File: config.mk
export PLATFORM = sky130hd
export DESIGN_NAME = dcr_top
export DESIGN_NICKNAME = d
export VERILOG_FILES = /design/src/common/dcr_pkg.sv /design/src/logic/dcr_top.sv /design/src/logic/dcr_sync.sv /design/src/logic/dcr_duty_ramp.sv
export SDC_FILE = /design/constraint.sdc
export NUM_CORES = 1
export LEC_CHECK = 0
export ABC_CLOCK_PERIOD_IN_PS = 6000
export BUFFER_PORTS_ARGS = -buffer_cell sky130_fd_sc_hd__buf_2
export CAP_MARGIN = 5
export CORE_MARGIN = 1.5
export CORE_UTILIZATION = 58
export CTS_BUF_LIST = sky130_fd_sc_hd__clkbuf_16
export CTS_CLUSTER_DIAMETER = 50
export CTS_CLUSTER_SIZE = 10
export DETAILED_ROUTE_END_ITERATION = 7
export HOLD_SLACK_MARGIN = 0.08
export PLACE_DENSITY = 0.8
export RECOVER_POWER = 25
export SYNTH_ARGS = -nofsm -noshare
export SYNTH_HDL_FRONTEND = slang
export SYNTH_SLANG_ARGS = --single-unit
File: constraint.sdc
create_clock -name i_clk_sys -period 6 [get_ports i_clk_sys]
set_input_delay 0.6 -clock i_clk_sys [delete_from_list [all_inputs] [get_ports i_clk_sys]]
set_output_delay 0.6 -clock i_clk_sys [all_outputs]
set_load 0.05 [all_outputs]
File: src/common/dcr_pkg.sv
// Shared constants, enums and carriers for the deflection control register bank
package dcr_pkg;

   // ----------------------------------------------------------------
   // Clock and timing
   // ----------------------------------------------------------------
   localparam int CLK_MHZ = 100;
   localparam int RAMP_STEP_NS = 10000;
   localparam int RAMP_STEP_CYC = (RAMP_STEP_NS * CLK_MHZ + 999) / 1000;
   localparam int DUTY_W = 8;

   // ----------------------------------------------------------------
   // Serial bus address, write direction included
   // ----------------------------------------------------------------
   localparam logic [7:0] SLAVE_ADDR = 8'h8C;

   // ----------------------------------------------------------------
   // Subaddresses
   // ----------------------------------------------------------------
   localparam logic [7:0] SUB_HSIZE = 8'h00;
   localparam logic [7:0] SUB_SWITCH = 8'h01;
   localparam logic [7:0] SUB_VERT_POSITION_ADJ = 8'h02;
   localparam logic [7:0] SUB_VBAL_MOIRE = 8'h03;
   localparam logic [7:0] SUB_PIN = 8'h04;
   localparam logic [7:0] SUB_HORIZ_MOIRE_ADJ = 8'h05;
   localparam logic [7:0] SUB_HPHASE = 8'h06;
   localparam logic [7:0] SUB_VERT_S_CORRECTION_ADJ_EWBAL = 8'h07;
   localparam logic [7:0] SUB_VAMP = 8'h08;
   localparam logic [7:0] SUB_CORNER = 8'h09;
   localparam logic [7:0] SUB_FOCUS = 8'h0A;
   localparam logic [7:0] SUB_TRAP_PARAL = 8'h0C;
   localparam logic [7:0] SUB_POWER = 8'h0D;

   // ----------------------------------------------------------------
   // Field positions and start values
   // ----------------------------------------------------------------
   localparam int MOIRE_OFF_POS = 5;
   localparam int LOW_POWER_POS = 0;
   localparam int RAMP_UP_POS = 1;
   localparam logic LOW_POWER_START = 1'b1;
   localparam logic RAMP_UP_START = 1'b0;
   localparam logic [7:0] PHASE_MID = 8'h80;

   // ----------------------------------------------------------------
   // Types
   // ----------------------------------------------------------------
   typedef enum logic [2:0] {
      M_POR, M_STANDBY, M_SUPPLY_ON, M_SOFT_START, M_OPERATE, M_SOFT_DOWN, M_PROTECT
   } dcr_mode_e;

   typedef enum logic [2:0] {I_IDLE, I_ADDR, I_SUB, I_DATA, I_DONE} dcr_i2c_e;

   typedef struct packed {
      logic por_ok;
      logic oper_ok;
      logic above_shutdown;
   } dcr_supply_s;

   typedef struct packed {
      logic [7:0] horiz_size_adj;
      logic [6:0] vert_position_adj;
      logic [3:0] vert_linearity_balance_adj;
      logic [2:0] vert_moire_adj;
      logic [5:0] pincushion_adj;
      logic [4:0] horiz_moire_adj;
      logic [7:0] horiz_phase_adj;
      logic [3:0] vert_s_correction_adj;
      logic [3:0] ew_pin_balance_adj;
      logic [6:0] vert_amplitude_adj;
      logic [4:0] corner_correction_adj;
      logic [2:0] vert_focus_adj;
      logic [4:0] horiz_focus_adj;
      logic [3:0] trapezium_adj;
      logic [3:0] parallelogram_adj;
   } dcr_geom_s;

endpackage

File: src/logic/dcr_top.sv
// Deflection controller register bank, serial slave and operating-mode sequencer
// Summary of operation
// RULE1 - Host writes all fields sharing an address together; whole byte is overwritten.
// RULE2 - Protection trip clears low-power and ramp-up bits without any host write.
// RULE3 - Vertical moire is bits 2..0 of 03h, active only while moire-off clear.
// RULE4 - Horizontal moire is bits 4..0 of 05h, upper bits ignored, moire-off gated.
// RULE5 - Horizontal phase is full byte at 06h, signed offset about mid-scale.
// RULE6 - Below start-up level hold power-on reset and acknowledge nothing.
// RULE7 - Leaving power-on reset enters standby with start bit values, unlock high.
// RULE8 - Low-power cleared enables supply; only vertical stage on, unlock high.
// RULE9 - Below operating level, writes setting ramp-up bit are ignored.
// RULE10 - One byte per transfer; no auto-increment, extra bytes not acknowledged.
// RULE11 - Host waits the start delay after supply enable before setting ramp-up.
// RULE12 - Ramp-up ramps line drive then converter drive, enables both loops.
// RULE13 - In operation unlock output is low while loop A is locked.
// RULE14 - In operation register writes reach outputs immediately, no double buffer.
// RULE15 - Operation left only by clearing ramp-up; soft-down ramps converter then line. Code also leaves it on operating dip, protection trip or shutdown dip.
// RULE16 - Protection floats drives and unlock, blanks continuously, stops loops, keeps registers.
// RULE17 - Protection exits to standby, to new soft start, or on shutdown dip.
// RULE18 - Standby keeps only bus and protection; drivers float; registers lost.
// RULE19 - Dip below operating level runs soft-down then internal soft start.
// RULE20 - Dip below shutdown level kills all drivers and forces standby at once.
// RULE21 - Device answers only the fixed slave address with write bit.
// RULE22 - Low-power is bit 0 of 0Dh, ramp-up bit 1; ramp-up 0 grounds filter.
// RULE23 - Supply levels arrive as three synchronised comparator flags driving the modes.
`timescale 1ns/1ns
`default_nettype none
module dcr_top
   import dcr_pkg::*;
#(
   parameter int STEP_CYC = RAMP_STEP_CYC
)
(
   input wire logic i_clk_sys,
   input wire logic i_reset,
   input wire logic i_scl,
   input wire logic i_sda,
   output logic o_sda_out,
   output logic o_sda_oe_n,
   input wire dcr_supply_s i_supply,
   input wire logic i_protect_trip,
   input wire logic i_loop_a_locked,
   output logic o_line_drive_out,
   output logic o_line_drive_oe_n,
   output logic o_converter_drive_out,
   output logic o_converter_drive_oe_n,
   output logic o_line_unlock_out,
   output logic o_line_unlock_oe_n,
   output logic o_clamp_blank_out,
   output logic o_loop_a_en,
   output logic o_loop_b_en,
   output logic o_loop_b_filter_pin_gnd,
   output logic o_supply_en,
   output logic o_vert_out_en,
   output logic o_low_power_bit,
   output logic o_ramp_up_bit,
   output logic o_moire_off_switch,
   output dcr_geom_s o_geom,
   output logic [2:0] o_vert_moire_eff,
   output logic [4:0] o_horiz_moire_eff,
   output logic signed [7:0] o_horiz_phase_ofs,
   output dcr_mode_e o_mode
);
   // ----------------------------------------------------------------
   // State and input synchronisers
   // ----------------------------------------------------------------
   typedef struct packed {
      dcr_mode_e mode;
      logic dip_restart, low_power_bit, ramp_up_bit, moire_off_switch;
      dcr_geom_s geom;
      dcr_i2c_e bus;
      logic [7:0] shift;
      logic [3:0] bitcnt;
      logic [7:0] sub_addr;
      logic ack_drive, scl_q, sda_q;
      logic [15:0] step_cnt;
      logic step;
   } dcr_state_s;
   dcr_state_s st_r;
   dcr_state_s st_nxt;
   logic scl_s, sda_s, trip_s, locked_s;
   dcr_supply_s sup_s;
   logic line_full, line_zero, conv_full, conv_zero;
   logic drives_on, line_up, line_down, conv_up, conv_down;
   logic scl_rise, scl_fall, bus_start, bus_stop, ack_ok, wr_data;

   // Comparators and lock detector are analog, so they get two flops too
   dcr_sync #(.W(7)) u_sync (
      .i_clk_sys(i_clk_sys),
      .i_reset(i_reset),
      .i_async({i_scl, i_sda, i_supply, i_protect_trip, i_loop_a_locked}),
      .o_sync({scl_s, sda_s, sup_s, trip_s, locked_s}) // RULE23
   );
   // Bus edges; start and stop count only with the clock high on both samples
   assign scl_rise = scl_s && !st_r.scl_q;
   assign scl_fall = !scl_s && st_r.scl_q;
   assign bus_start = scl_s && st_r.scl_q && st_r.sda_q && !sda_s;
   assign bus_stop = scl_s && st_r.scl_q && !st_r.sda_q && sda_s;
   // No acknowledge while in power-on reset or under a shutdown dip
   assign ack_ok = sup_s.por_ok && sup_s.above_shutdown && (st_r.mode != M_POR); // RULE6
   assign wr_data = scl_fall && (st_r.bitcnt == 4'h8) && !st_r.ack_drive
                    && (st_r.bus == I_DATA) && ack_ok;
   // Line ramps up before the converter; soft-down runs the other way round
   assign drives_on = (st_r.mode == M_SOFT_START) || (st_r.mode == M_OPERATE)
                      || (st_r.mode == M_SOFT_DOWN);
   assign line_up = (st_r.mode == M_SOFT_START); // RULE12
   assign conv_up = (st_r.mode == M_SOFT_START) && line_full; // RULE12
   assign conv_down = (st_r.mode == M_SOFT_DOWN); // RULE15
   assign line_down = (st_r.mode == M_SOFT_DOWN) && conv_zero; // RULE15
   dcr_duty_ramp u_line_ramp (
      .i_clk_sys(i_clk_sys),
      .i_reset(i_reset),
      .i_step(st_r.step),
      .i_up(line_up),
      .i_down(line_down),
      .i_kill(!drives_on),
      .o_pwm(o_line_drive_out),
      .o_full(line_full),
      .o_zero(line_zero)
   );
   dcr_duty_ramp u_conv_ramp (
      .i_clk_sys(i_clk_sys),
      .i_reset(i_reset),
      .i_step(st_r.step),
      .i_up(conv_up),
      .i_down(conv_down),
      .i_kill(!drives_on),
      .o_pwm(o_converter_drive_out),
      .o_full(conv_full),
      .o_zero(conv_zero)
   );

   // ----------------------------------------------------------------
   // Next-state logic: bus slave, register writes, mode sequencer
   // ----------------------------------------------------------------
   always_comb
   begin
      st_nxt = st_r;
      st_nxt.scl_q = scl_s;
      st_nxt.sda_q = sda_s;
      // Ramp step divider, one-cycle enable
      st_nxt.step = (st_r.step_cnt == 16'(STEP_CYC - 1));
      st_nxt.step_cnt = st_nxt.step ? 16'h0000 : st_r.step_cnt + 16'h0001;
      // Serial slave: bits shift on clock rise, bytes close on clock fall
      if (bus_start || bus_stop)
      begin
         st_nxt.bus = bus_start ? I_ADDR : I_IDLE;
         st_nxt.bitcnt = '0;
         st_nxt.ack_drive = 1'b0;
      end
      else if (st_r.bus != I_IDLE)
      begin
         if (scl_rise && (st_r.bitcnt < 4'h8))
         begin
            st_nxt.shift = {st_r.shift[6:0], sda_s};
            st_nxt.bitcnt = st_r.bitcnt + 4'h1;
         end
         else if (scl_fall && st_r.ack_drive)
         begin
            st_nxt.ack_drive = 1'b0;
            st_nxt.bitcnt = '0;
         end
         else if (scl_fall && (st_r.bitcnt == 4'h8))
         begin
            st_nxt.bitcnt = '0;
            case (st_r.bus)
               I_ADDR:
               begin
                  if ((st_r.shift == SLAVE_ADDR) && ack_ok) // RULE21
                  begin
                     st_nxt.ack_drive = 1'b1;
                     st_nxt.bus = I_SUB;
                  end
                  else
                     st_nxt.bus = I_IDLE; // RULE6
               end
               I_SUB:
               begin
                  st_nxt.sub_addr = st_r.shift;
                  st_nxt.ack_drive = ack_ok;
                  st_nxt.bus = ack_ok ? I_DATA : I_IDLE;
               end
               I_DATA:
               begin
                  st_nxt.ack_drive = ack_ok;
                  st_nxt.bus = ack_ok ? I_DONE : I_IDLE;
               end
               // Further bytes of the same transfer are left unanswered
               I_DONE: st_nxt.bus = I_IDLE; // RULE10
               default: st_nxt.bus = I_IDLE;
            endcase
         end
      end
      // Register write: the whole byte lands at once, shared fields included
      if (wr_data)
      begin
         case (st_r.sub_addr) // RULE14
            SUB_HSIZE: st_nxt.geom.horiz_size_adj = st_r.shift;
            SUB_SWITCH: st_nxt.moire_off_switch = st_r.shift[MOIRE_OFF_POS];
            SUB_VERT_POSITION_ADJ: st_nxt.geom.vert_position_adj = st_r.shift[7:1];
            SUB_VBAL_MOIRE:
            begin
               st_nxt.geom.vert_linearity_balance_adj = st_r.shift[6:3]; // RULE1
               st_nxt.geom.vert_moire_adj = st_r.shift[2:0]; // RULE3
            end
            SUB_PIN: st_nxt.geom.pincushion_adj = st_r.shift[5:0];
            SUB_HORIZ_MOIRE_ADJ: st_nxt.geom.horiz_moire_adj = st_r.shift[4:0]; // RULE4
            SUB_HPHASE: st_nxt.geom.horiz_phase_adj = st_r.shift; // RULE5
            SUB_VERT_S_CORRECTION_ADJ_EWBAL:
            begin
               st_nxt.geom.vert_s_correction_adj = st_r.shift[7:4];
               st_nxt.geom.ew_pin_balance_adj = st_r.shift[3:0];
            end
            SUB_VAMP: st_nxt.geom.vert_amplitude_adj = st_r.shift[7:1];
            SUB_CORNER: st_nxt.geom.corner_correction_adj = st_r.shift[4:0];
            SUB_FOCUS:
            begin
               st_nxt.geom.vert_focus_adj = st_r.shift[7:5];
               st_nxt.geom.horiz_focus_adj = st_r.shift[4:0];
            end
            SUB_TRAP_PARAL:
            begin
               st_nxt.geom.trapezium_adj = st_r.shift[7:4];
               st_nxt.geom.parallelogram_adj = st_r.shift[3:0];
            end
            SUB_POWER:
            begin
               st_nxt.low_power_bit = st_r.shift[LOW_POWER_POS]; // RULE22
               // Setting ramp-up is refused while the supply is under level
               if (sup_s.oper_ok || !st_r.shift[RAMP_UP_POS])
                  st_nxt.ramp_up_bit = st_r.shift[RAMP_UP_POS]; // RULE9
            end
            default: st_nxt.sub_addr = st_r.sub_addr;
         endcase
      end
      // Mode sequencer
      case (st_r.mode)
         M_POR: st_nxt.mode = sup_s.por_ok ? M_STANDBY : M_POR; // RULE7
         M_STANDBY: st_nxt.mode = st_nxt.low_power_bit ? M_STANDBY : M_SUPPLY_ON; // RULE8
         M_SUPPLY_ON:
         begin
            if (st_nxt.low_power_bit)
               st_nxt.mode = M_STANDBY;
            else if (st_nxt.ramp_up_bit)
               st_nxt.mode = M_SOFT_START; // RULE12
         end
         M_SOFT_START:
         begin
            if (!st_nxt.ramp_up_bit)
               st_nxt.mode = M_SOFT_DOWN;
            else if (line_full && conv_full)
               st_nxt.mode = M_OPERATE;
         end
         M_OPERATE:
         begin
            if (!st_nxt.ramp_up_bit)
               st_nxt.mode = M_SOFT_DOWN; // RULE15
            else if (!sup_s.oper_ok)
            begin
               st_nxt.mode = M_SOFT_DOWN; // RULE19
               st_nxt.dip_restart = 1'b1;
            end
         end
         M_SOFT_DOWN:
         begin
            if (line_zero && conv_zero)
            begin
               if (st_r.dip_restart && st_nxt.ramp_up_bit)
               begin
                  // Restart on our own once the supply is back up
                  if (sup_s.oper_ok)
                  begin
                     st_nxt.mode = M_SOFT_START; // RULE19
                     st_nxt.dip_restart = 1'b0;
                  end
               end
               else
               begin
                  st_nxt.dip_restart = 1'b0;
                  st_nxt.mode = st_nxt.low_power_bit ? M_STANDBY : M_SUPPLY_ON;
               end
            end
         end
         M_PROTECT:
         begin
            if (st_nxt.ramp_up_bit)
               st_nxt.mode = M_SOFT_START; // RULE17
            else if (st_nxt.low_power_bit)
               st_nxt.mode = M_STANDBY; // RULE17
         end
         default: st_nxt.mode = M_POR;
      endcase
      // Protection trip overrides the host and drops both power bits
      if (trip_s && drives_on)
      begin
         st_nxt.mode = M_PROTECT; // RULE16
         st_nxt.ramp_up_bit = 1'b0; // RULE2
         st_nxt.low_power_bit = 1'b0; // RULE2
         st_nxt.dip_restart = 1'b0;
      end
      // Shutdown dip, in any mode but power-on reset, ends in standby with drivers killed
      if (!sup_s.above_shutdown && (st_r.mode != M_POR))
      begin
         st_nxt.mode = M_STANDBY; // RULE20
         st_nxt.low_power_bit = LOW_POWER_START;
         st_nxt.ramp_up_bit = RAMP_UP_START;
         st_nxt.dip_restart = 1'b0;
      end
      // Power-on reset holds the mode, power bits and bus at start values
      if (!sup_s.por_ok)
      begin
         st_nxt.mode = M_POR; // RULE6
         st_nxt.low_power_bit = LOW_POWER_START;
         st_nxt.ramp_up_bit = RAMP_UP_START;
         st_nxt.bus = I_IDLE;
         st_nxt.ack_drive = 1'b0;
         st_nxt.dip_restart = 1'b0;
      end
      // Standby loses every register except the two power bits
      if (st_nxt.mode == M_STANDBY)
      begin
         st_nxt.geom = '0; // RULE18
         st_nxt.moire_off_switch = 1'b0;
      end
   end

   // First enum members are zero codes, so clearing lands in power-on reset and idle
   always_ff @(posedge i_clk_sys or posedge i_reset)
   begin
      if (i_reset)
      begin
         st_r <= '0;
         st_r.low_power_bit <= LOW_POWER_START; // RULE7
         st_r.ramp_up_bit <= RAMP_UP_START; // RULE7
         st_r.scl_q <= 1'b1;
         st_r.sda_q <= 1'b1;
      end
      else
         st_r <= st_nxt;
   end

   // ----------------------------------------------------------------
   // Outputs
   // ----------------------------------------------------------------
   // Open-drain data line: only ever pulled low for acknowledge
   assign o_sda_out = 1'b0;
   assign o_sda_oe_n = !st_r.ack_drive;
   // Drive stages float outside the ramp and run modes
   assign o_line_drive_oe_n = !drives_on; // RULE18
   assign o_converter_drive_oe_n = !drives_on; // RULE16
   // Unlock floats in protection, high until running, then shows loop A lock
   assign o_line_unlock_oe_n = (st_r.mode == M_PROTECT); // RULE16
   assign o_line_unlock_out = (st_r.mode == M_OPERATE) ? !locked_s : 1'b1; // RULE13
   assign o_clamp_blank_out = (st_r.mode == M_PROTECT); // RULE16
   assign o_loop_a_en = drives_on; // RULE12
   assign o_loop_b_en = drives_on;
   assign o_loop_b_filter_pin_gnd = !st_r.ramp_up_bit; // RULE22
   assign o_supply_en = (st_r.mode != M_POR) && !st_r.low_power_bit; // RULE8
   assign o_vert_out_en = o_supply_en;
   assign o_low_power_bit = st_r.low_power_bit;
   assign o_ramp_up_bit = st_r.ramp_up_bit;
   assign o_moire_off_switch = st_r.moire_off_switch;
   assign o_geom = st_r.geom;
   assign o_vert_moire_eff = st_r.moire_off_switch ? 3'h0 : st_r.geom.vert_moire_adj; // RULE3
   assign o_horiz_moire_eff = st_r.moire_off_switch ? 5'h00 : st_r.geom.horiz_moire_adj; // RULE4
   assign o_horiz_phase_ofs = $signed(st_r.geom.horiz_phase_adj ^ PHASE_MID); // RULE5
   assign o_mode = st_r.mode;
endmodule // dcr_top
`default_nettype wire

File: src/logic/dcr_sync.sv
// Two-flop synchroniser for a vector of asynchronous levels
`timescale 1ns/1ns
`default_nettype none
module dcr_sync
   import dcr_pkg::*;
#(
   parameter int W = 1
)
(
   input wire logic i_clk_sys,
   input wire logic i_reset,
   input wire logic [W-1:0] i_async,
   output logic [W-1:0] o_sync
);
   typedef struct packed {
      logic [W-1:0] meta;
      logic [W-1:0] sync;
   } dcr_sync_s;

   dcr_sync_s st_r;
   dcr_sync_s st_nxt;

   // First stage feeds only the second stage
   always_comb
   begin
      st_nxt.meta = i_async;
      st_nxt.sync = st_r.meta;
   end

   always_ff @(posedge i_clk_sys or posedge i_reset)
   begin
      if (i_reset)
         st_r <= '0;
      else
         st_r <= st_nxt;
   end

   assign o_sync = st_r.sync;
endmodule // dcr_sync
`default_nettype wire

File: src/logic/dcr_duty_ramp.sv
// Duty-cycle ramp with PWM output for one drive stage
`timescale 1ns/1ns
`default_nettype none
module dcr_duty_ramp
   import dcr_pkg::*;
#(
   parameter int W = DUTY_W
)
(
   input wire logic i_clk_sys,
   input wire logic i_reset,
   input wire logic i_step,
   input wire logic i_up,
   input wire logic i_down,
   input wire logic i_kill,
   output logic o_pwm,
   output logic o_full,
   output logic o_zero
);
   typedef struct packed {
      logic [W-1:0] duty;
      logic [W-1:0] phase;
      logic pwm;
   } dcr_ramp_s;

   dcr_ramp_s st_r;
   dcr_ramp_s st_nxt;

   // Kill wins so a shutdown dip stops the stage in one cycle
   always_comb
   begin
      st_nxt = st_r;
      st_nxt.phase = st_r.phase + 1'b1;
      if (i_kill)
         st_nxt.duty = '0;
      else if (i_up && i_step && !o_full)
         st_nxt.duty = st_r.duty + 1'b1;
      else if (i_down && i_step && !o_zero)
         st_nxt.duty = st_r.duty - 1'b1;
      st_nxt.pwm = !i_kill && (st_r.phase < st_r.duty);
   end

   always_ff @(posedge i_clk_sys or posedge i_reset)
   begin
      if (i_reset)
         st_r <= '0;
      else
         st_r <= st_nxt;
   end

   assign o_pwm = st_r.pwm;
   assign o_full = &st_r.duty;
   assign o_zero = ~|st_r.duty;
endmodule // dcr_duty_ramp
`default_nettype wire

==> qor.csv, run 1 <==
metric,value,unit
io_pins,122,
syn_avg_cell_area,9.31,um^2
min_period,3.83,ns
gp_congestion,0.910,
vias,7047,
clkTransAtPathRegs,0.07,ns
final-setup-viol-count,0,
drt_iter0_markers,503,
synth_edf_count,0,
antenna_left,0,
nFillCells,1268,
die_y,130,um
cts_htree_levels,4,
ys_seq_area_frac,0.468,
drc_errors,0,
die_x,130,um
required,6.30,ns
relSlewSlack,0.176,
timing.fmax,0.261,GHz
port_buffers,120,
initial_core_util,0.592,
num_antenna_cells,0,
crit_slowest_cell,and4b_2,
critical_path.cell_chain,nor3_2 -> nor4_4 -> a41oi_2 -> o221ai_1 -> nand4_1 -> and4b_2 -> buf_4 -> a21oi_1,
layout_commonest_cell,nand2_1,
cts.sinks,175,
yosys_warnings,0,
nNetsFinal,1063,
finalCritPeriodShare,0.639,
r2r_slack,2.17,ns
dr.pass1.iters,5,
ir_drop,0.000203,V
grt_first_pass_wirelength,32600,um
wl_met1,9010,um
cts_tree,done,
synthFlopType,dfrtp_1,
routed_wl,20100,um
final_cell_mix,"nand2_1 (202), dfrtp_1 (172), buf_2 (119)",
stdcell_area,9980,um^2
async_flop_share,1.00,
dp_cells,1218,
power.leakage,4.62,nW
tns,0,ns
status,completed,
antenna_found_initial,0,
p_switching,539,uW
p_int,1.82,mW
cts_setup_buffers,0,
cts_hold_buf,0,
path_buf_inv,1,
dieArea,16900,um^2
grt_use_total,0.245,
critical_path_class,reg2reg,
rsz0062_at_grt,no,
dp_hpwl,13800,um
cp_top_family,simple AND/OR/NAND/NOR gates,
drive_gt1_frac,0.198,
synth-seq-cells,175,
hp-class,in2reg,
worstSetupEndpointType,register,
final_max_slew_viol_count,0,
p_seq_frac,0.511,
arrival,4.14,ns
coreArea,15800,um^2
pwr-share-comb,0.024,
cts_buffer_depth,2,
insertion_delay,0.43,ns
wl_met2,9640,um
worst_pin_slew,1.22,ns
skew,0.00870,ns
grt_pass1_vias,6526,
powerDensity,236,nW/um^2
highest_layer,met4,
worst_path_largest_cell_delay,1.08,ns
numCtsBuffers,17,
netlist-cell-type-count,72,
placementRows,46,
max_cap_violations,0,
syn_nets,1048,
placed_cell_area,9400,um^2
grt_max_degree,120,
synthCells,1006,
syn_area,9370,um^2
hold_viol,0,
worst-path-max-fanout,52,
post_drt_wl_per_cell,16.1,um
routed_via_density,5.64,
cts.repair.resized,0,
utilization,0.631,
final_cell_count_no_fill,1250,
grt_overflow,0,
syn_to_final_growth,6.60,%
cp-start-kind,register,
met3_length,1180,um
p_sw_frac,0.229,
clkPwrFrac,0.465,
cts_root_buf,clkbuf_16,
[logic make-up after synthesis]
family | after synthesis | synth area share
other cells | 1 | 0.000400
mux | 13 | 0.0148
fa+ha+maj | 33 | 0.0457
compound gates | 176 | 0.122
buf+inv | 168 | 0.110
simple gates | 404 | 0.206
flops | 175 | 0.468
xor+xnor | 36 | 0.0337
[worst paths after layout]
kind | cells after the start | from | to
worst min register to register | 0 | u_sync.st_nxt[4] | u_sync.o_sync[4]
max in group asynchronous | 3 | i_reset | u_conv_ramp.st_r[14]
worst max-delay path | 8 | o_mode[0] | o_geom[43]
min in group asynchronous | 2 | i_reset | o_geom[23]
worst max register to register | 8 | o_mode[0] | o_geom[43]
worst min-delay path | 1 | i_sda | u_sync.st_nxt[5]
[state kept, by name, summed over array words and instances, names as in the netlist]
register,flops
u_line_ramp.st_r,16
o_mode,3
u_conv_ramp.o_pwm,1
o_ramp_up_bit,1
o_geom,77
st_r,44
u_sync.o_sync,7
u_line_ramp.o_pwm,1
u_sync.st_nxt,7
u_conv_ramp.st_r,16
o_moire_off_switch,1
o_low_power_bit,1
[layout make-up]
cell class | count | area, um^2 | share of cell area
repair buffers | 126 | 644 | 0.0645
clock buffers | 17 | 425 | 0.0426
inverters | 38 | 148 | 0.0148
flip-flops and latches | 175 | 4380 | 0.439
clock inverters | 15 | 159 | 0.0159
well taps | 216 | 270 | 0.0271
multi-input cells | 663 | 3950 | 0.396
[synth_stat cells (10+ instances only)]
| master | n | share of area |
|---|---|---|
| a21o_1 | 13 | 0.010 |
| a21oi_1 | 74 | 0.040 |
| a21oi_2 | 20 | 0.019 |
| buf_4 | 93 | 0.075 |
| clkbuf_1 | 23 | 0.0092 |
| dfrtp_1 | 172 | 0.46 |
| ha_1 | 31 | 0.041 |
| inv_1 | 38 | 0.015 |
| nand2_1 | 202 | 0.081 |
| nand3_1 | 48 | 0.026 |
| nand4_1 | 16 | 0.011 |
| nor2_1 | 46 | 0.018 |
| nor2b_1 | 20 | 0.013 |
| nor3_1 | 11 | 0.0059 |
| nor4_1 | 10 | 0.0067 |
| o21ai_0 | 28 | 0.015 |
| xnor2_1 | 22 | 0.021 |
| xor2_1 | 14 | 0.013 |
[routing by layer]
| layer | up-vias | track usage |
|---|---|---|
| li1 | 3341 | - |
| met1 | 3420 | 0.334 |
| met2 | 261 | 0.406 |
| met3 | 25 | 0.0390 |
| met4 | 0 | 0.0719 |
| met5 | - | 0 |
[power groups by stage]
stage / registers, mW / logic (mW) / clock network (mW)
3_3_place_gp: 1.23 / 0.0570 / 0
3_5_place_dp: 1.23 / 0.0573 / 0
6_report: 1.20 / 0.0560 / 1.09
2_1_floorplan: 1.22 / 0.0513 / 0
5_1_grt: 1.20 / 0.0643 / 1.15
4_1_cts: 1.20 / 0.0576 / 1.11
[per-stage QoR]
| step | hold slack, ns | power [mW] | worst slack, ns |
|---|---|---|---|
| 2_1_floorplan | 0.331 | 1.27 | 0.660 |
| 3_3_place_gp | 0.332 | 1.28 | 2.29 |
| 3_5_place_dp | 0.335 | 1.28 | 2.20 |
| 4_1_cts | 0.263 | 2.37 | 2.20 |
| 5_1_grt | 0.265 | 2.42 | 1.85 |
| 6_report | 0.272 | 2.35 | 2.17 |
(Power assumes the default switching activity.)
==> inputs of run 2 (changes only) <==
--- a/config.mk
+++ b/config.mk
@@ -5,7 +5,7 @@
 export SDC_FILE = /design/constraint.sdc
 export NUM_CORES = 1
 export LEC_CHECK = 0
-export ABC_CLOCK_PERIOD_IN_PS = 6000
+export ABC_CLOCK_PERIOD_IN_PS = 4000
 export BUFFER_PORTS_ARGS = -buffer_cell sky130_fd_sc_hd__buf_2
 export CAP_MARGIN = 5
 export CORE_MARGIN = 1.5
==> constraint.sdc (replaced) <==
create_clock -name i_clk_sys -period 4 [get_ports i_clk_sys]
set_input_delay 0.4 -clock i_clk_sys [delete_from_list [all_inputs] [get_ports i_clk_sys]]
set_output_delay 0.4 -clock i_clk_sys [all_outputs]
set_load 0.05 [all_outputs]
==> run 2 against run 1 <==
Compared with the run above: the flow now finishes with violations (max-capacitance violations, max-slew violations); fmax is 15% higher; cell count is 0.72% higher; combinational power is 60% higher; via count is 0.60% higher; critical path depth is 3 higher; clock power is 51% higher; sequential share of layout area is 0.47 points lower; clock-buffer cell count stayed put; die area stayed put; flip-flop and latch count stayed put; critical path type unchanged; largest cell class unchanged.
==> qor.csv, run 2 (same netlist as run 1, synthesis figures left out) <==
metric,value,unit,change
grt_pass1_vias,6534,,+0.12%
initial_core_util,0.592,,unchanged
timing.fmax,0.301,GHz,+15%
cts_htree_levels,4,,unchanged
ir_drop,0.000304,V,+50%
finalWorstSetupSlack,0.674,ns,-1.49 ns
worst-r2r-cell-count,11,,+3
power.leakage,4.67,nW,+1.0%
r2r_slack,0.67,ns,-1.49 ns
hp-class,reg2reg,,
cts_buffer_depth,2,,unchanged
placementRows,46,,unchanged
dieArea,16900,um^2,unchanged
wl_met1,8940,um,-0.71%
wl_met2,9270,um,-3.8%
grt_use_total,0.244,,-0.000934
arrival,3.64,ns,-0.50 ns
drc_errors,0,,unchanged
post_drt_wl_per_cell,15.6,um,-2.8%
routed_wl,19700,um,-2.1%
nFillCells,1289,,+1.7%
cts.sinks,175,,unchanged
layout_commonest_cell,nand2_1,,
die_x,130,um,unchanged
worst_pin_slew,2.32,ns,+1.09 ns
cts.repair.resized,0,,unchanged
insertion_delay,0.43,ns,about the same
grt_overflow,0,,unchanged
coreArea,15800,um^2,unchanged
grt_max_degree,176,,+47%
clkTransAtPathRegs,0.06,ns,about the same
die_y,130,um,unchanged
io_pins,122,,unchanged
grt_first_pass_wirelength,32400,um,-0.68%
antenna_found_initial,0,,unchanged
largest_reg_flops,77,,unchanged
nNetsFinal,1073,,+0.94%
max_cap_violations,1,,+1
cts_tree,done,,
syn_to_final_growth,7.75,%,
worstHoldPathCells,0,,-1
final_cell_mix,"nand2_1 (202), dfrtp_1 (172), buf_2 (119)",,
tns,0,ns,unchanged
routed_via_density,5.63,,-0.12%
final_max_slew_viol_count,176,,+176
antenna_left,0,,unchanged
worst-path-max-fanout,14,,-73%
dp_hpwl,13100,um,-5.2%
drive_gt1_frac,0.198,,+0.000207
min_period,3.33,ns,-0.508 ns
vias,7089,,+0.60%
relSlewSlack,-0.545,,-0.721
required,4.31,ns,-1.99 ns
violations,"max-capacitance violations, max-slew violations",,
met3_length,1190,um,+0.42%
status,"complete, but fails checks",,
power,3.55,mW,+51%
cts_root_buf,clkbuf_16,,
hold_viol,0,,unchanged
rsz0062_at_grt,no,,
gp_congestion,0.899,,-1.2%
critical_path_class,reg2reg,,
cts_hold_buf,7,,+7
port_buffers,120,,unchanged
place_worst_setup_slack,0.717,ns,-1.49 ns
numCtsBuffers,17,,unchanged
num_antenna_cells,0,,unchanged
skew,0.0113,ns,+0.00260 ns
cp-start-kind,register,,
cts_setup_buffers,0,,unchanged
final-setup-viol-count,0,,unchanged
finalCritPeriodShare,0.832,,+0.193
powerDensity,352,nW/um^2,+49%
highest_layer,met4,,
dr.pass1.iters,6,,+1
drt_iter0_markers,491,,-2.4%
worstSetupEndpointType,register,,
run 2: cell type report:
type / instances / area [um^2] / area share
flip-flops and latches: 175 / 4380 / 0.434
multi-input cells: 663 / 3950 / 0.392
repair buffers: 136 / 749 / 0.0743
clock buffers: 17 / 425 / 0.0422
well taps: 216 / 270 / 0.0268
clock inverters: 14 / 163 / 0.0161
inverters: 38 / 146 / 0.0145
run 2: worst max-delay path, cell delays in order (launching register included):
cell and delay (ns):
dfrtp_1 0.59, and3b_1 0.33, nand2_1 0.07, or2_2 0.37
ha_1 0.30, a21o_1 0.17, a21oi_1 0.23, o21bai_1 0.12
a2111oi_0 0.37, or3_1 0.22, mux2i_1 0.09, a221o_1 0.35
run 2: routing by layer:
layer | global-route usage | vias to the layer above
met5 | 0 | -
met4 | 0.0797 | 0
met3 | 0.0529 | 25
met2 | 0.385 | 252
met1 | 0.337 | 3437
li1 | - | 3375
run 2: through the flow:
step	hold slack [ns]	util	instances	cell area, um^2
after global placement	0.332	0.597	1221	9450
after CTS	0.312	0.638	1259	10100
after detailed placement	0.336	0.597	1221	9450
after floorplan	0.331	-	1006	9370
final	0.347	0.638	1259	10100
after global routing	0.359	0.638	1259	10100
run 2: path summary, 6_finish.rpt:
path | from | to
worst max-delay path | o_mode[0] | u_line_ramp.st_r[16]
worst min-delay path | u_sync.st_nxt[4] | u_sync.o_sync[4]
worst max register to register | o_mode[0] | u_line_ramp.st_r[16]
worst min register to register | u_sync.st_nxt[4] | u_sync.o_sync[4]
max in group asynchronous | i_reset | st_r[29]
min in group asynchronous | i_reset | o_geom[38]
run 2: power breakdown:
group	total, mW	internal, mW	switching, mW
sequential	1.81	1.78	0.0238
combinational	0.0898	0.0212	0.0686
clock	1.65	0.929	0.725
